$ cat config.mk
export PLATFORM = sky130hd
export DESIGN_NAME = vmcr_top
export DESIGN_NICKNAME = d
export VERILOG_FILES = /design/src/logic/vmcr_pkg.sv /design/src/logic/vmcr_sync.sv /design/src/logic/vmcr_readout.sv /design/src/logic/vmcr_top.sv
export VERILOG_INCLUDE_DIRS = /design/src /design/src/logic
export SDC_FILE = /design/constraint.sdc
export NUM_CORES = 1
export LEC_CHECK = 0
export BUFFER_PORTS_ARGS = -buffer_cell sky130_fd_sc_hd__buf_2
export CELL_PAD_IN_SITES_DETAIL_PLACEMENT = 1
export CELL_PAD_IN_SITES_GLOBAL_PLACEMENT = 1
export CORE_ASPECT_RATIO = 0.8
export CORE_MARGIN = 3
export CORE_UTILIZATION = 41
export CTS_BUF_LIST = sky130_fd_sc_hd__clkbuf_8
export CTS_CLUSTER_DIAMETER = 150
export DETAILED_ROUTE_END_ITERATION = 10
export PLACE_DENSITY = 0.8
export SYNTH_ARGS = -nofsm -noshare
export SYNTH_HDL_FRONTEND = slang
export SYNTH_HIERARCHICAL = 1
export SYNTH_SLANG_ARGS = --single-unit
$ cat constraint.sdc
create_clock -name mclk -period 5.55 [get_ports mclk]
set_input_delay 0.2775 -clock mclk [delete_from_list [all_inputs] [get_ports mclk]]
set_output_delay 0.2775 -clock mclk [all_outputs]
set_load 0.02 [all_outputs]
$ cat src/logic/vmcr_params.svh
// constants for the module control register bank: offsets, field positions, reset values
// assumes inclusion by bare name from the register bank and its readout engine
`ifndef VMCR_PARAMS_SVH
`define VMCR_PARAMS_SVH

// register offsets from the module base address
`define VMCR_OFF_SLOT 16'h1002
`define VMCR_OFF_BCAST 16'h1004
`define VMCR_OFF_SET1 16'h1006
`define VMCR_OFF_CLR1 16'h1008
`define VMCR_OFF_ILEV 16'h100A
`define VMCR_OFF_IVEC 16'h100C
`define VMCR_OFF_STAT1 16'h100E
`define VMCR_OFF_CTRL1 16'h1010
`define VMCR_OFF_ADHI 16'h1012

// set/clear control register fields
`define VMCR_B_BERR 3
`define VMCR_B_SELADDR 4
`define VMCR_B_SOFTRST 7

// general control register fields
`define VMCR_B_STOPFIRST 2
`define VMCR_B_PANELSCOPE 4
`define VMCR_B_BERREN 5
`define VMCR_B_ALIGN 6

// status register fields
`define VMCR_B_DAVAIL 0
`define VMCR_B_CHAINDAV 1
`define VMCR_B_BUSY 2
`define VMCR_B_CHAINBUSY 3
`define VMCR_B_SLOTMISS 4
`define VMCR_B_EVTHR 8

// reset values
`define VMCR_RST_SLOT 5'h1F
`define VMCR_RST_BCAST 8'hAA
`define VMCR_RST_ILEV 3'h0
`define VMCR_RST_IVEC 8'h00
`define VMCR_RST_ADHI 8'h00

// readout word typing
`define VMCR_NOT_VALID_WORD 32'h0600_0000

`endif

$ cat src/logic/vmcr_pkg.sv
// types shared by the module control register bank and its readout engine
// constants live in vmcr_params.svh
package vmcr_pkg;

  typedef logic [15:0] vmcr_word_t;
  typedef logic [31:0] vmcr_data_t;

  // readout engine states
  typedef enum logic [2:0] {
    RO_IDLE = 3'b001,
    RO_PAD = 3'b010,
    RO_DONE = 3'b100
  } vmcr_ro_e;

  // decoded register selects
  typedef enum logic [3:0] {
    SEL_NONE, SEL_SLOT, SEL_BCAST, SEL_SET1, SEL_CLR1,
    SEL_ILEV, SEL_IVEC, SEL_STAT1, SEL_CTRL1, SEL_ADHI
  } vmcr_sel_e;

endpackage

$ cat src/logic/vmcr_sync.sv
// two-stage synchroniser for pins arriving from outside the mclk domain
// assumes the bits are independent levels; multi-bit words must be quasi-static
`timescale 1ns/10ps
module vmcr_sync #(
  parameter int W = 1
) (
  // clock and reset
  input wire logic mclk,
  input wire logic rst_n,
  input wire logic ce,
  // level in and out
  input wire logic [W-1:0] din,
  output logic [W-1:0] dout
);
  logic [W-1:0] meta_q;

  always_ff @(posedge mclk or negedge rst_n) begin
    if (!rst_n) begin
      meta_q <= '0;
      dout <= '0;
    end else if (ce) begin
      meta_q <= din;
      dout <= meta_q;
    end
  end
endmodule

$ cat src/logic/vmcr_readout.sv
// block-transfer readout word sequencer: stop-at-first-event, padding, bus error end
// assumes the output buffer shows its head word with valid/eob/last flags on mclk
`timescale 1ns/10ps
module vmcr_readout (
  // clock and reset
  input wire logic mclk,
  input wire logic rst_n,
  input wire logic ce,
  input wire logic soft_rst,
  // mode bits
  input wire logic stop_first,
  input wire logic berr_en,
  input wire logic pad_en,
  // transfer strobes
  input wire logic blt_rd,
  input wire logic blt_end,
  // output buffer head
  input wire vmcr_pkg::vmcr_data_t buf_word,
  input wire logic buf_valid,
  input wire logic buf_eob,
  input wire logic buf_last,
  output logic buf_pop,
  // answer
  output vmcr_pkg::vmcr_data_t blt_data,
  output logic blt_ack,
  output logic blt_berr
);
  import vmcr_pkg::*;
`include "vmcr_params.svh"

  vmcr_ro_e state_q;
  logic odd_q;
  logic term_pend_q;
  logic take, term, pad, end_berr;

  always_comb begin
    take = blt_rd && (state_q == RO_IDLE) && buf_valid;
    term = take && ((stop_first && buf_eob) || buf_last);
    // odd word count at end of block: one dummy word, unless a bus error ends it here
    pad = take && buf_eob && pad_en && !odd_q && !(term && berr_en);
    // terminal word, or any read that takes no word outside the pad state, ends with a bus error
    end_berr = berr_en && (term || (blt_rd && !take && state_q != RO_PAD));
  end

  assign buf_pop = ce && take;

  always_ff @(posedge mclk or negedge rst_n) begin
    if (!rst_n) begin
      state_q <= RO_IDLE;
      term_pend_q <= 1'b0;
    end else if (ce) begin
      if (soft_rst || blt_end) begin
        state_q <= RO_IDLE;
        term_pend_q <= 1'b0;
      end else begin
        case (state_q)
          RO_IDLE: begin
            if (pad) begin
              state_q <= RO_PAD;
              term_pend_q <= term;
            end else if (term) begin
              state_q <= RO_DONE;
            end
          end
          RO_PAD: begin
            if (blt_rd) begin
              state_q <= term_pend_q ? RO_DONE : RO_IDLE;
              term_pend_q <= 1'b0;
            end
          end
          RO_DONE: state_q <= RO_DONE;
          default: state_q <= RO_IDLE;
        endcase
      end
    end
  end

  // word parity within the current event, header counted
  always_ff @(posedge mclk or negedge rst_n) begin
    if (!rst_n) begin
      odd_q <= 1'b0;
    end else if (ce) begin
      if (soft_rst || blt_end) begin
        odd_q <= 1'b0;
      end else if (take) begin
        odd_q <= buf_eob ? 1'b0 : ~odd_q;
      end
    end
  end

  always_ff @(posedge mclk or negedge rst_n) begin
    if (!rst_n) begin
      blt_data <= '0;
      blt_ack <= 1'b0;
      blt_berr <= 1'b0;
    end else if (ce) begin
      blt_ack <= blt_rd && !end_berr;
      blt_berr <= end_berr;
      if (blt_rd) begin
        blt_data <= take ? buf_word : `VMCR_NOT_VALID_WORD;
      end
    end
  end
endmodule

$ cat src/logic/vmcr_top.sv
// module control and status register bank of a multichannel charge digitiser
// assumes a one-cycle register strobe port on mclk behind the bus interface logic,
// pins from the backplane and front panel arriving asynchronously
`timescale 1ns/10ps
module vmcr_top #(
  parameter bit HAS_AUX = 1'b1,
  parameter int EVCNT_W = 5
) (
  // clock, reset, enable
  input wire logic mclk,
  input wire logic nrst,
  input wire logic ce,
  // register port
  input wire vmcr_pkg::vmcr_word_t reg_addr,
  input wire logic reg_wr,
  input wire logic reg_rd,
  input wire vmcr_pkg::vmcr_word_t reg_wdata,
  output vmcr_pkg::vmcr_word_t reg_rdata,
  output logic reg_ack,
  // interrupter
  input wire logic iack,
  output logic [7:0] iack_data,
  output logic iack_ack,
  output logic [2:0] irq_level,
  output logic irq_req,
  // asynchronous pins
  input wire logic [4:0] backplane_aux_connector,
  input wire logic chain_ready_line,
  input wire logic chain_busy_line,
  input wire logic panel_reset,
  input wire logic [7:0] rotary_addr_high,
  // status from the acquisition core
  input wire logic event_in_buffer,
  input wire logic conv_active,
  input wire logic buffer_full,
  input wire logic mem_test,
  input wire logic [EVCNT_W-1:0] event_count,
  input wire logic [EVCNT_W-1:0] event_trigger,
  // base address selection
  output logic base_from_decoder,
  output logic [7:0] base_addr_high,
  output logic [7:0] broadcast_chain_addr,
  output logic [4:0] slot_position_code,
  // block transfer readout
  input wire logic blt_rd,
  input wire logic blt_end,
  input wire logic blt_wide,
  input wire vmcr_pkg::vmcr_data_t buf_word,
  input wire logic buf_valid,
  input wire logic buf_eob,
  input wire logic buf_last,
  output logic buf_pop,
  output vmcr_pkg::vmcr_data_t blt_data,
  output logic blt_ack,
  output logic blt_berr,
  // resets toward the rest of the module
  output logic module_reset,
  output logic data_reset
);
  import vmcr_pkg::*;
`include "vmcr_params.svh"

  function automatic vmcr_sel_e decode(input vmcr_word_t a);
    case (a)
      `VMCR_OFF_SLOT: decode = SEL_SLOT;
      `VMCR_OFF_BCAST: decode = SEL_BCAST;
      `VMCR_OFF_SET1: decode = SEL_SET1;
      `VMCR_OFF_CLR1: decode = SEL_CLR1;
      `VMCR_OFF_ILEV: decode = SEL_ILEV;
      `VMCR_OFF_IVEC: decode = SEL_IVEC;
      `VMCR_OFF_STAT1: decode = SEL_STAT1;
      `VMCR_OFF_CTRL1: decode = SEL_CTRL1;
      `VMCR_OFF_ADHI: decode = SEL_ADHI;
      default: decode = SEL_NONE;
    endcase
  endfunction

  // reset release through two flops
  logic rst_meta_q, rst_n;

  always_ff @(posedge mclk or negedge nrst) begin
    if (!nrst) begin
      rst_meta_q <= 1'b0;
      rst_n <= 1'b0;
    end else begin
      rst_meta_q <= 1'b1;
      rst_n <= rst_meta_q;
    end
  end

  // pin synchronisers
  logic [4:0] slot_pins;
  logic [7:0] rotary_s;
  logic chain_rdy_s, chain_busy_s, panel_s;

  vmcr_sync #(.W(5)) u_sync_slot (
    .mclk(mclk),
    .rst_n(rst_n),
    .ce(ce),
    .din(backplane_aux_connector),
    .dout(slot_pins)
  );

  vmcr_sync #(.W(11)) u_sync_misc (
    .mclk(mclk),
    .rst_n(rst_n),
    .ce(ce),
    .din({rotary_addr_high, chain_ready_line, chain_busy_line, panel_reset}),
    .dout({rotary_s, chain_rdy_s, chain_busy_s, panel_s})
  );

  // register state
  logic [4:0] slot_q, slot_pend_q;
  logic slot_missing_q;
  logic [2:0] boot_q;
  logic [7:0] bcast_q;
  logic bus_error_flag_q, sel_addr_q, soft_hold_q;
  logic stop_first_q, panel_scope_q, berr_en_q, align_q;
  logic [2:0] ilev_q;
  logic [7:0] ivec_q;
  logic [7:0] adhi_q;
  logic panel_d_q, panel_soft_q, data_reset_q;

  // decoded strobes
  vmcr_sel_e sel;
  logic wr, rd;
  logic soft_rst;
  logic busy, ev_thr;
  logic ro_berr;

  assign sel = decode(reg_addr);
  assign wr = ce && reg_wr;
  assign rd = ce && reg_rd;
  assign soft_rst = soft_hold_q || panel_soft_q;
  assign busy = conv_active || buffer_full || mem_test || soft_rst;
  assign ev_thr = (event_trigger != '0) && (ilev_q != 3'h0) && (event_count >= event_trigger);

  // front panel reset: rising edge of the synchronised pin
  always_ff @(posedge mclk or negedge rst_n) begin
    if (!rst_n) begin
      panel_d_q <= 1'b0;
      panel_soft_q <= 1'b0;
      data_reset_q <= 1'b0;
    end else if (ce) begin
      panel_d_q <= panel_s;
      panel_soft_q <= panel_s && !panel_d_q && panel_scope_q;
      data_reset_q <= panel_s && !panel_d_q && !panel_scope_q;
    end
  end

  // slot code: caught after every reset, never taken straight from pins under async reset
  always_ff @(posedge mclk or negedge rst_n) begin
    if (!rst_n) begin
      boot_q <= 3'b000;
      slot_q <= `VMCR_RST_SLOT;
      slot_pend_q <= `VMCR_RST_SLOT;
      slot_missing_q <= !HAS_AUX;
    end else if (ce) begin
      boot_q <= {boot_q[1:0], 1'b1};
      if (!HAS_AUX && wr && sel == SEL_SLOT) begin
        slot_pend_q <= reg_wdata[4:0];
      end
      // the pin synchroniser is still cleared for two edges after release
      if (boot_q == 3'b011 || soft_rst) begin
        slot_q <= HAS_AUX ? slot_pins : slot_pend_q;
        slot_missing_q <= !HAS_AUX;
      end
    end
  end

  // broadcast/chain address and decoder high byte
  always_ff @(posedge mclk or negedge rst_n) begin
    if (!rst_n) begin
      bcast_q <= `VMCR_RST_BCAST;
      adhi_q <= `VMCR_RST_ADHI;
    end else if (ce) begin
      if (wr && sel == SEL_BCAST) begin
        bcast_q <= reg_wdata[7:0];
      end
      if (wr && sel == SEL_ADHI) begin
        adhi_q <= reg_wdata[7:0];
      end
    end
  end

  // set/clear control pair; soft reset clears only the bus-error flag
  always_ff @(posedge mclk or negedge rst_n) begin
    if (!rst_n) begin
      bus_error_flag_q <= 1'b0;
      sel_addr_q <= 1'b0;
      soft_hold_q <= 1'b0;
    end else if (ce) begin
      // a bus error in the clearing cycle still lands
      if (ro_berr || (wr && sel == SEL_SET1 && reg_wdata[`VMCR_B_BERR])) begin
        bus_error_flag_q <= 1'b1;
      end else if (soft_rst || (wr && sel == SEL_CLR1 && reg_wdata[`VMCR_B_BERR])) begin
        bus_error_flag_q <= 1'b0;
      end
      if (wr && sel == SEL_SET1) begin
        sel_addr_q <= sel_addr_q | reg_wdata[`VMCR_B_SELADDR];
        soft_hold_q <= soft_hold_q | reg_wdata[`VMCR_B_SOFTRST];
      end else if (wr && sel == SEL_CLR1) begin
        sel_addr_q <= sel_addr_q & ~reg_wdata[`VMCR_B_SELADDR];
        soft_hold_q <= soft_hold_q & ~reg_wdata[`VMCR_B_SOFTRST];
      end
    end
  end

  // general control register
  always_ff @(posedge mclk or negedge rst_n) begin
    if (!rst_n) begin
      stop_first_q <= 1'b0;
      panel_scope_q <= 1'b0;
      berr_en_q <= 1'b0;
      align_q <= 1'b0;
    end else if (ce) begin
      if (soft_rst) begin
        stop_first_q <= 1'b0;
        berr_en_q <= 1'b0;
        align_q <= 1'b0;
      end else if (wr && sel == SEL_CTRL1) begin
        stop_first_q <= reg_wdata[`VMCR_B_STOPFIRST];
        berr_en_q <= reg_wdata[`VMCR_B_BERREN];
        align_q <= reg_wdata[`VMCR_B_ALIGN];
      end
      // scope bit survives soft reset so a panel soft reset cannot disarm itself
      if (wr && sel == SEL_CTRL1) begin
        panel_scope_q <= reg_wdata[`VMCR_B_PANELSCOPE];
      end
    end
  end

  // interrupter
  always_ff @(posedge mclk or negedge rst_n) begin
    if (!rst_n) begin
      ilev_q <= `VMCR_RST_ILEV;
      ivec_q <= `VMCR_RST_IVEC;
      irq_req <= 1'b0;
      iack_data <= 8'h00;
      iack_ack <= 1'b0;
    end else if (ce) begin
      if (wr && sel == SEL_ILEV) begin
        ilev_q <= reg_wdata[2:0];
      end
      if (wr && sel == SEL_IVEC) begin
        ivec_q <= reg_wdata[7:0];
      end
      irq_req <= (ilev_q != 3'h0) && (event_trigger != '0) && (event_count == event_trigger);
      iack_ack <= iack;
      if (iack) begin
        iack_data <= ivec_q;
      end
    end
  end

  // register read and acknowledge
  always_ff @(posedge mclk or negedge rst_n) begin
    if (!rst_n) begin
      reg_rdata <= 16'h0000;
      reg_ack <= 1'b0;
    end else if (ce) begin
      // aux builds leave a slot write unanswered so the master times out
      reg_ack <= rd || (wr && !(HAS_AUX && sel == SEL_SLOT));
      if (rd) begin
        reg_rdata <= 16'h0000;
        case (sel)
          SEL_SLOT: reg_rdata[4:0] <= slot_q;
          SEL_BCAST: reg_rdata[7:0] <= bcast_q;
          SEL_SET1, SEL_CLR1: begin
            reg_rdata[`VMCR_B_BERR] <= bus_error_flag_q;
            reg_rdata[`VMCR_B_SELADDR] <= sel_addr_q;
            reg_rdata[`VMCR_B_SOFTRST] <= soft_hold_q;
          end
          SEL_ILEV: reg_rdata[2:0] <= ilev_q;
          SEL_IVEC: reg_rdata[7:0] <= ivec_q;
          SEL_STAT1: begin
            reg_rdata[`VMCR_B_DAVAIL] <= event_in_buffer;
            reg_rdata[`VMCR_B_CHAINDAV] <= chain_rdy_s;
            reg_rdata[`VMCR_B_BUSY] <= busy;
            reg_rdata[`VMCR_B_CHAINBUSY] <= chain_busy_s;
            reg_rdata[`VMCR_B_SLOTMISS] <= slot_missing_q;
            reg_rdata[`VMCR_B_EVTHR] <= ev_thr;
          end
          SEL_CTRL1: begin
            reg_rdata[`VMCR_B_STOPFIRST] <= stop_first_q;
            reg_rdata[`VMCR_B_PANELSCOPE] <= panel_scope_q;
            reg_rdata[`VMCR_B_BERREN] <= berr_en_q;
            reg_rdata[`VMCR_B_ALIGN] <= align_q;
          end
          SEL_ADHI: reg_rdata[7:0] <= adhi_q;
          default: reg_rdata <= 16'h0000;
        endcase
      end
    end
  end

  vmcr_readout u_readout (
    .mclk(mclk),
    .rst_n(rst_n),
    .ce(ce),
    .soft_rst(soft_rst),
    .stop_first(stop_first_q),
    .berr_en(berr_en_q),
    .pad_en(align_q && blt_wide),
    .blt_rd(blt_rd),
    .blt_end(blt_end),
    .buf_word(buf_word),
    .buf_valid(buf_valid),
    .buf_eob(buf_eob),
    .buf_last(buf_last),
    .buf_pop(buf_pop),
    .blt_data(blt_data),
    .blt_ack(blt_ack),
    .blt_berr(blt_berr)
  );

  assign ro_berr = blt_berr;
  assign irq_level = ilev_q;
  assign base_from_decoder = sel_addr_q;
  assign base_addr_high = sel_addr_q ? adhi_q : rotary_s;
  assign broadcast_chain_addr = bcast_q;
  assign slot_position_code = slot_q;
  assign module_reset = !rst_n || soft_rst;
  assign data_reset = data_reset_q || soft_rst;
endmodule

==> results of run 1 <==
-- power by group through the flow --
stage,logic (mW),registers (mW),clock network [mW]
4_1_cts,0.343,1.14,0.877
2_1_floorplan,0.168,1.19,0
6_report,0.340,1.14,0.861
5_1_grt,0.370,1.15,0.926
3_3_place_gp,0.325,1.15,0
3_5_place_dp,0.340,1.16,0
-- critical path, cell delays in order (launching register included) --
cell and delay (ns):
dfstp_2 0.59, nor3b_4 0.33, nand2_1 0.64, nor2_1 0.34, buf_2 0.22
-- kinds of logic after synthesis --
| group | count (synthesis) | share of synthesized area |
|---|---|---|
| DFF | 138 | 0.532 |
| muxes | 89 | 0.159 |
| buffers and inverters | 48 | 0.0370 |
| AOI/OAI and AO/OA | 109 | 0.114 |
| and+or+nand+nor | 178 | 0.147 |
| adders and majority gates | 5 | 0.00960 |
| other | 2 | 0.00115 |
-- path summary, 6_finish.rpt --
| kind | from | to | slack (ns) | cells after the start |
|---|---|---|---|---|
| worst max register to register | u_readout/state_q[0] | u_readout/state_q[2] | 3.05 | 4 |
| worst max-delay path | u_readout/state_q[0] | buf_pop | 2.71 | 4 |
| worst min-delay path | backplane_aux_connector[0] | u_sync_slot/meta_q[0] | 0.06 | 2 |
| worst min register to register | rst_meta_q | rst_n | 0.38 | 0 |
| min in group asynchronous | nrst | rst_meta_q | 0.15 | 2 |
| max in group asynchronous | rst_n | adhi_q[1] | 3.62 | 1 |
-- metrics by stage --
stage               utilization  cell area, um^2
floorplan                     -             6540
global placement          0.493             7530
global route              0.521             7950
detailed placement        0.493             7530
CTS                       0.521             7950
finish                    0.521             7950
-- flip-flops by register name, summed over array words and instances (netlist names), 8 cells and up, named ones only --
| signal | flops |
|---|---|
| adhi_q | 8 |
| broadcast_chain_addr | 8 |
| iack_data | 8 |
| ivec_q | 8 |
| reg_rdata | 9 |
| u_readout/blt_data | 32 |
| u_sync_misc/dout | 11 |
| u_sync_misc/meta_q | 11 |
-- synthesized netlist by cell type (all sizes together), types with 5 or more instances --
master	instances	area, um^2
a21oi	9	45.0
a221oi	5	43.8
a22o	7	61.3
a22oi	11	82.6
and2	7	43.8
buf	17	125
clkbuf	18	67.6
dfrtp	128	3200
dfstp	10	263
ha	5	62.6
inv	13	48.8
mux2	86	1010
nand2	93	352
nor2	18	75.1
nor2b	5	31.3
nor3	5	30.0
nor4	7	58.8
o21ai	44	220
or4	6	48.8
-- per-layer routing --
layer / part of all wire / wire (um)
met5: 0 / 0
met4: 0.023 / 455
met3: 0.059 / 1180
met2: 0.49 / 9860
met1: 0.43 / 8550
-- placed cells by master (no fill, tap or decap), types with 4 or more instances in the layout --
master,instances
buf_2,179
dfrtp_1,127
nand2_1,92
mux2_2,75
o21ai_0,40
clkbuf_8,20
inv_1,17
nor2_1,17
a22oi_1,11
dfstp_2,10
mux2_4,10
a21oi_1,9
conb_1,8
and2_1,7
a22o_1,7
nor4_1,6
or4_1,5
nor2b_1,5
a221oi_1,5
ha_1,5
nor3_1,4
o21ai_1,4
nand2b_1,4
a311oi_1,4
-- cell type report --
| class | count | area [um^2] | area share |
|---|---|---|---|
| sequential | 138 | 3470 | 0.436 |
| antenna | 1 | 2.50 | 0.000315 |
| inverter | 13 | 48.8 | 0.00614 |
| clock buffer | 20 | 275 | 0.0346 |
| clock inverter | 11 | 130 | 0.0164 |
| timing repair buffer | 183 | 928 | 0.117 |
| tap | 210 | 263 | 0.0331 |
| multi-input combinational | 389 | 2830 | 0.356 |
-- what timing repair did --
item	4_1_cts	5_1_grt
resized for setup	0	0
hold buffers	1	0
endpoints found under the hold margin	2	0
setup buffers	0	0
==> summary.md, run 1 <==
| Metric | Value |
|---|---|
| FILL cells | 1734 |
| Die height | 119 um |
| Register area share after synthesis | 0.532 |
| Die ar. | 0.0175 mm^2 |
| Synth Register Bits | 138 |
| Leakage Power | 3.90 nW |
| # Max-Cap Violations | 0 |
| Worst Setup End Kind | primary output |
| Final hold vios | 0 |
| TritonCTS Buffers | 17 |
| Avg Cell Area, Syn | 11.5 um^2 |
| Worst Setup Start Kind | register |
| Final slew viol count | 0 |
| EDFF count, synth | 0 |
| Wire per inst | 20.8 um |
| Total Power | 2.34 mW |
| Largest net degree at the start of global routing | 85 |
| Synth cell types | 72 |
| DR iter-0 viols | 242 |
| Core Area | 0.0153 mm^2 |
| Outcome | completed |
| Vias in the first global route | 5775 |
| H-tree lvl count | 4 |
| IO Pins | 195 |
| Cell Area, Synth | 0.00652 mm^2 |
| Placer Congestion | 0.921 |
| Clock sink total | 138 |
| DRC | 0 |
| Worst Max-Slew Pin Slew | 1.20 ns |
| Met3 usage in global routing | 0.0613 |
| Worst skew pair latency | 0.45 ns |
| Pint | 1.69 mW |
| Final Setup Violations | 0 |
| Hold Path Class | primary input to register |
| Critical path peak fanout | 33 |
| Req. time, crit path | 5.27 ns |
| Setup WS pre-CTS | 2.77 ns |
| CP Data Arrival Time | 2.57 ns |
| Mapped Cells | 569 |
| Vias per cell | 5.48 |
| Die width | 147 um |
| PortBufs | 179 |
| RSZ-0062 raised after global routing | false |
| Setup ws final | 2.71 ns |
| Clock skew | 0.0111 ns |
| Gate power share | 0.146 |
| Layout area overhead | 22.0% |
| Hold Slack | 0.0601 ns |
| Crit path time final | 2.84 ns |
| Row Count | 40 |
| Placed wire-length estimate | 14400 um |
| Post-synth ARST share | 1.00 |
| First-pass GRT wire length | 32000 um |
| Layout Nets | 853 |
| Psw | 0.647 mW |
| Initial antenna violation count | 1 |
| GR Util met2 | 0.378 |
| Final Non-Filler Cells | 965 |
| Layout cells sized above 1 | 0.427 |
| WS Path Type | register to primary output |
| Switching Share | 0.277 |
| Total wire length | 20000 um |
| Clk network pwr share | 0.368 |
| Root Driver | clkbuf_8 |
| Peak supply drop | 0.000161 V |
| Register clock-pin slew on the reported worst setup and hold paths | 0.08 ns |
| Synth warn | 6 |
| Top FF cell, synth | dfrtp_1 |
| CTS max path bufs | 2 |
| Post-route ant nets | 0 |
| Initial Utilization | 0.427 |
| Seq pwr share | 0.486 |
| GRT busiest layer | met2 |
| Fmax | 352 MHz |
| TritonCTS clock tree | done |
| Via count | 5290 |
| Slew headroom | 0.198 |
| Grt met1 use | 0.306 |
| Final Cycle Share | 0.512 |
| Global route overflow | 0 |
| Final TNS setup | 0 ns |
| Power Density | 294 mW/mm^2 |
| Drt first pass iters | 5 |
| Post-Place Cells | 932 |
| Total Routing Usage GR | 0.234 |
Note: power is estimated with default switching activity, not from simulation.
==> run 2: changes to the inputs <==
clock period = 2.79 ns   (was 5.55 ns; I/O delays follow)
==> summary.md, run 2 (synthesis results as in run 1) <==
| Metric | Value |
|---|---|
| Met3 wire len | 1180 um (+0.17%) |
| Final hold vios | 0 (unchanged) |
| TritonCTS clock tree | done |
| Outcome | completed |
| CTS max path bufs | 2 (unchanged) |
| Drt first pass iters | 5 (unchanged) |
| IO Pins | 195 (unchanged) |
| Register Area | 0.00347 mm^2 (unchanged) |
| Layout Nets | 918 (+7.6%) |
| Commonest non-fill, non-tap cell in the layout | buf_2 |
| Uppermost layer routed | met4 |
| FILL cells | 1684 (-2.9%) |
| Final Cycle Share | 0.818 |
| Final Setup Violations | 0 (unchanged) |
| Setup ws final | 0.507 ns (-2.20 ns) |
| Clock skew | 0.00761 ns (-0.00345 ns) |
| Slowest stage delay, CP | 0.58 ns (-0.06 ns) |
| # Max-Cap Violations | 0 (unchanged) |
| Wire per inst | 20.6 um (-0.73%) |
| Core Area | 0.0153 mm^2 (unchanged) |
| Placer Congestion | 0.892 (-3.2%) |
| Worst Max-Slew Pin Slew | 1.15 ns (-0.0480 ns) |
| Req. time, crit path | 2.65 ns (-2.62 ns) |
| WS Path Type | register to primary output |
| Fmax | 438 MHz |
| Layout area overhead | 32.4% |
| Hold Path Class | primary input to register |
| Setup WS pre-CTS | 0.518 ns (-2.25 ns) |
| Largest register FFs | 32 (unchanged) |
| Total Routing Usage GR | 0.248 (+0.0137) |
| Root Driver | clkbuf_8 |
| H-tree lvl count | 4 (unchanged) |
| CP top delay family | simple AND/OR/NAND/NOR gates |
| PortBufs | 179 (unchanged) |
| Via count | 5550 (+4.9%) |
| RSZ-0062 raised after global routing | false |
| Cell chain of the critical path | nor3b_4, nand2_1, buf_4, nor2_1, buf_2 |
| Reg with most FFs | u_readout/blt_data |
| Commonest non-fill, non-tap cells in the layout | buf_2, dfrtp_1, nand2_1 |
| DRC | 0 (unchanged) |
| Met2 WL | 10700 um (+8.7%) |
| Slew headroom | 0.230 (+0.0321) |
| Vias per cell | 5.38 (-1.8%) |
| Final TNS setup | 0 ns (unchanged) |
| Initial Utilization | 0.427 (unchanged) |
| Vias in the first global route | 6035 (+4.5%) |
| CP Data Arrival Time | 2.14 ns (-0.43 ns) |
| Largest net degree at the start of global routing | 137 (+61%) |
| Die width | 147 um (unchanged) |
| Worst skew pair latency | 0.45 ns (about the same) |
| Post-cts sizing count | 0 (unchanged) |
| Row Count | 40 (unchanged) |
| Critical-path top delay cell | dfstp_2 |
| Placed wire-length estimate | 14400 um (about the same) |
| Layout cells sized above 1 | 0.407 (-0.0197) |
| Critical path peak fanout | 32 (-3.0%) |
| Worst Setup End Kind | primary output |
| Global route overflow | 0 (unchanged) |
| Post-route ant nets | 0 (unchanged) |
| Clock sink total | 138 (unchanged) |
| Peak supply drop | 0.000310 V (+92%) |
| First-pass GRT wire length | 34000 um (+6.1%) |
| Worst Setup Start Kind | register |
| Die ar. | 0.0175 mm^2 (unchanged) |
| Leakage Power | 4.19 nW (+7.4%) |
| Multi-input combinational cell area | 0.00283 mm^2 (unchanged) |
| Crit path time final | 2.28 ns |
| Biggest regs | u_readout/blt_data x32, u_sync_misc/dout x11, u_sync_misc/meta_q x11 |
| Metal-1 WL | 8820 um (+3.2%) |
| Final Non-Filler Cells | 1031 (+6.8%) |
| Crit path buffers/inverters | 2 (+1) |
| Post-Place Cells | 941 (+0.97%) |
| Final slew viol count | 0 (unchanged) |
| Total wire length | 21300 um (+6.1%) |
| TritonCTS Buffers | 17 (unchanged) |
| Die height | 119 um (unchanged) |
| Power Density | 563 mW/mm^2 (+92%) |
| Initial antenna violation count | 1 (unchanged) |
| Register clock-pin slew on the reported worst setup and hold paths | 0.08 ns (about the same) |
| DR iter-0 viols | 314 (+30%) |
[run 2: changes by cell type in the layout (fill, tap and decap cells not counted), sizes merged]
cell         change
buf              +9
bufinv           +1
clkinv           -1
clkinvlp         +2
dlygate4sd3     +56
inv              -1
[run 2: final timing paths]
path                                 startpoint                     to  slack (ns)  depth (start not counted)
setup reg to reg                       register   u_readout/state_q[2]        0.59                          6
max in group asynchronous                 rst_n              ivec_q[6]        1.79                          1
hold reg to reg                      rst_meta_q                  rst_n        0.37                          0
hold / removal                     reg_wdata[3]              adhi_q[3]        0.03                          2
setup / recovery           u_readout/state_q[0]                buf_pop        0.51                          5
min in group asynchronous                 rst_n  u_sync_misc/meta_q[3]        0.49                          1
[run 2: layout make-up]
| type | count | area share |
|---|---|---|
| flip-flops and latches | 138 | 0.402 |
| multi-input cells | 389 | 0.328 |
| repair buffers | 248 | 0.182 |
| clock buffers | 20 | 0.0319 |
| well taps | 210 | 0.0304 |
| clock inverters | 12 | 0.0199 |
| inverters | 13 | 0.00565 |
| diodes | 1 | 0.000290 |
[run 2: worst reg2reg max path: stages (launching register included)]
cell	delay [ns]
dfrtp_1	0.44
nor2_1	0.19
inv_1	0.16
or2_2	0.36
o41ai_2	0.58
a311oi_1	0.11
a311oi_1	0.26
[run 2: report_power, final]
group | total, mW | switching, mW | internal (mW)
sequential | 2.25 | 0.0945 | 2.15
clock | 1.84 | 0.803 | 1.04
combinational | 0.771 | 0.438 | 0.333
[run 2: per-stage QoR]
step                      power (mW)  utilization  hold WS (ns)  area (um^2)
after CTS                       4.89        0.565      0.000422         8630
after detailed placement        2.98        0.499       -0.0664         7610
after floorplan                 2.70            -        -0.156         6540
after global placement          2.94        0.499       -0.0647         7610
final                           4.86        0.565        0.0296         8630
after global routing            5.09        0.565       0.00168         8630
[run 2: timing repair]
action                    4_1_cts  5_1_grt
setup buffers                   0        0
hold buffers                   57        0
hold endpoints to repair       73        0
[run 2: routing by layer]
layer  vias to the layer above  track usage
met5                         -            0
met4                         0       0.0902
met3                        40       0.0609
met2                       207        0.410
met1                      2794        0.317
li1                       2509            -
==> run 3: changes to the inputs <==
ABC_AREA = 1   (was not set)
CORE_UTILIZATION = 35   (was 41)
PLACE_DENSITY = 0.76   (was 0.8)
clock period = 1.95 ns   (was 2.79 ns; I/O delays follow)
==> summary.md, run 3 <==
| Metric | Value |
|---|---|
| Outcome | completed |
| Worst skew pair latency | 0.46 ns (about the same) |
| Clock skew | 0.0145 ns (+0.00686 ns) |
| GRT busiest layer | met2 |
| Die height | 128 um (+8.0%) |
| Dpl cell area | 0.00767 mm^2 (+0.77%) |
| Layout cells sized above 1 | 0.297 (-0.110) |
| Worst Setup End Kind | primary output |
| Final slew viol count | 0 (unchanged) |
| PortBufs | 179 (unchanged) |
| Worst reg2reg setup slack | 0.38 ns (-0.21 ns) |
| Area leader, netlist | dfrtp_1 |
| Slowest stage delay, CP | 0.68 ns (+0.10 ns) |
| Post-Place Cells | 1193 (+27%) |
| Post-synth ARST share | 1.00 (unchanged) |
| GR Util met2 | 0.333 (-0.0772) |
| Placed wire-length estimate | 14800 um (+2.3%) |
| Synth top area share | 0.490 (-0.00150) |
| Vias per cell | 4.65 (-14%) |
| Crit path time final | 1.81 ns |
| Final Cell Area | 0.00869 mm^2 (+0.65%) |
| Biggest regs | u_readout/blt_data x32, u_sync_misc/dout x11, u_sync_misc/meta_q x11 |
| Clock sink total | 138 (unchanged) |
| IO Pins | 195 (unchanged) |
| Root Driver | clkbuf_8 |
| Final TNS setup | 0 ns (unchanged) |
| Grt met1 use | 0.281 (-0.0362) |
| Mapped Cells | 772 (+36%) |
| Placer Congestion | 0.798 (-10%) |
| Row Count | 44 (+10%) |
| Layout Nets | 1131 (+23%) |
| # Max-Cap Violations | 0 (unchanged) |
| CP top delay family | flip-flops |
| EDFF count, synth | 0 (unchanged) |
| Final hold vios | 0 (unchanged) |
| Finished Core Util | 0.477 (-0.0887) |
| Final Non-Filler Cells | 1287 (+25%) |
| Leakage Power | 4.77 nW (+14%) |
| Synth area leaders | dfrtp_1, nand2_1, nand3_1 |
| Commonest non-fill, non-tap cell in the layout | nand2_1 |
| Total wire length | 20600 um (-2.9%) |
| Slew headroom | 0.590 (+0.360) |
| Power Density | 797 mW/mm^2 (+42%) |
| Hold Path Class | primary input to register |
| TritonCTS Buffers | 17 (unchanged) |
| DR iter-0 viols | 290 (-7.6%) |
| CTS max path bufs | 2 (unchanged) |
| Core Area | 0.0182 mm^2 (+19%) |
| Avg Cell Area, Syn | 8.47 um^2 (-26%) |
| Wire per inst | 16.0 um (-22%) |
| Crit path buffers/inverters | 1 (-1) |
| Post-route ant nets | 0 (unchanged) |
| Critical-path top delay cell | dfrtp_1 |
| Final Cycle Share | 0.926 |
| Req. time, crit path | 1.85 ns (-0.80 ns) |
| Register area share after synthesis | 0.530 (-0.00163) |
| FILL cells | 2250 (+34%) |
| Vias in the first global route | 6228 (+3.2%) |
| Final Setup Violations | 0 (unchanged) |
| R2R depth | 10 (+4) |
| Largest register FFs | 32 (unchanged) |
| Drt first pass iters | 4 (-1) |
| Largest net degree at the start of global routing | 55 (-60%) |
| Peak supply drop | 0.000367 V (+19%) |
| Synth Register Bits | 138 (unchanged) |
| Top FF cell, synth | dfrtp_1 |
| Synth warn | 6 (unchanged) |
| Register clock-pin slew on the reported worst setup and hold paths | 0.08 ns (about the same) |
| Critical path peak fanout | 14 (-56%) |
| H-tree lvl count | 4 (unchanged) |
| TritonCTS clock tree | done |
| Hold Slack | 0.0356 ns (+0.00602 ns) |
| Total Power | 6.93 mW (+42%) |
| Setup WS pre-CTS | 0.321 ns (-0.197 ns) |
| Die width | 159 um (+8.1%) |
| First-pass GRT wire length | 33100 um (-2.4%) |
| WS Path Type | register to primary output |
| Reg with most FFs | u_readout/blt_data |
| Via count | 5988 (+7.9%) |
| Initial antenna violation count | 1 (unchanged) |
| Most numerous cell in the Yosys netlist | nand2_1 |
| Fmax | 554 MHz |
| Stages on worst setup path | 2 (-3) |
| Worst Setup Start Kind | register |
| Commonest non-fill, non-tap cells in the layout | nand2_1, buf_2, dfrtp_1 |
| Synth cell types | 42 (-42%) |
| Synth top cells by count | nand2_1, dfrtp_1, nand3_1 |
| Worst Max-Slew Pin Slew | 0.614 ns (-0.538 ns) |
| RSZ-0062 raised after global routing | false |
| Die ar. | 0.0204 mm^2 (+17%) |
| Setup ws final | 0.144 ns (-0.363 ns) |
| Global route overflow | 0 (unchanged) |
| DRC | 0 (unchanged) |
| CP Data Arrival Time | 1.71 ns (-0.43 ns) |
| Met3 usage in global routing | 0.0443 (-0.0167) |
| Post-cts sizing count | 0 (unchanged) |
| Cell count of the worst hold path | 5 (+3) |
| Layout area overhead | 32.9% |
| Initial Utilization | 0.359 (-0.0682) |
| Cell Area, Synth | 0.00654 mm^2 (+0.31%) |
| Total Routing Usage GR | 0.205 (-0.0426) |
| Cell chain of the critical path | mux2_2, buf_2 |
-- run 3: layer usage --
metal  wire [um]  vias up
met5           0        -
met4         295        0
met3         941       24
met2        9730      136
met1        9670     2902
li1            -     2926
-- run 3: kinds of logic after synthesis --
logic type / count (synthesis) / synth area share
DFF: 138 / 0.530
adders and majority gates: 5 / 0.00957
buffers and inverters: 91 / 0.0685
other: 2 / 0.00115
and+or+nand+nor: 445 / 0.295
muxes: 13 / 0.0224
AOI/OAI and AO/OA: 78 / 0.0731
-- run 3: final cells by class --
class	instances	area [um^2]	share of cell area
Antenna cell	1	2.50	0.000288
Clock buffer	18	248	0.0285
Clock inverter	14	161	0.0186
Inverter	60	225	0.0259
Multi-Input combinational cell	549	2650	0.305
Sequential cell	138	3470	0.399
Tap cell	253	317	0.0364
Timing Repair Buffer	254	1620	0.186
-- run 3: worst register-to-register path: cells and delay by family (launching register included) --
kind	cells	cell delay (ns)
DFF	1	0.43
AOI/OAI and AO/OA	1	0.04
buffers and inverters	2	0.18
and+or+nand+nor	7	0.81
-- run 3: what timing repair did --
action                                  in CTS  in global routing
buffers inserted                             0                  2
endpoints found under the setup margin       0                  1
hold endpoints to repair                    72                  0
hold buffers                                59                  0
-- run 3: final timing paths --
| kind | to | startpoint |
|---|---|---|
| setup / recovery | base_addr_high[2] | register |
| hold reg to reg | u_readout/blt_data[22] | rst_n |
| min in group asynchronous | u_readout/blt_data[22] | rst_n |
| setup reg to reg | u_readout/term_pend_q | register |
| max in group asynchronous | broadcast_chain_addr[1] | rst_n |
| hold / removal | u_readout/blt_data[25] | buf_word[25] |
-- run 3: report_power, final --
part / total, mW / internal [mW] / switching (mW)
Clock: 2.41 / 1.20 / 1.22
Sequential: 3.27 / 3.11 / 0.161
Combinational: 1.24 / 0.468 / 0.774
Total: 6.93 / 4.78 / 2.15
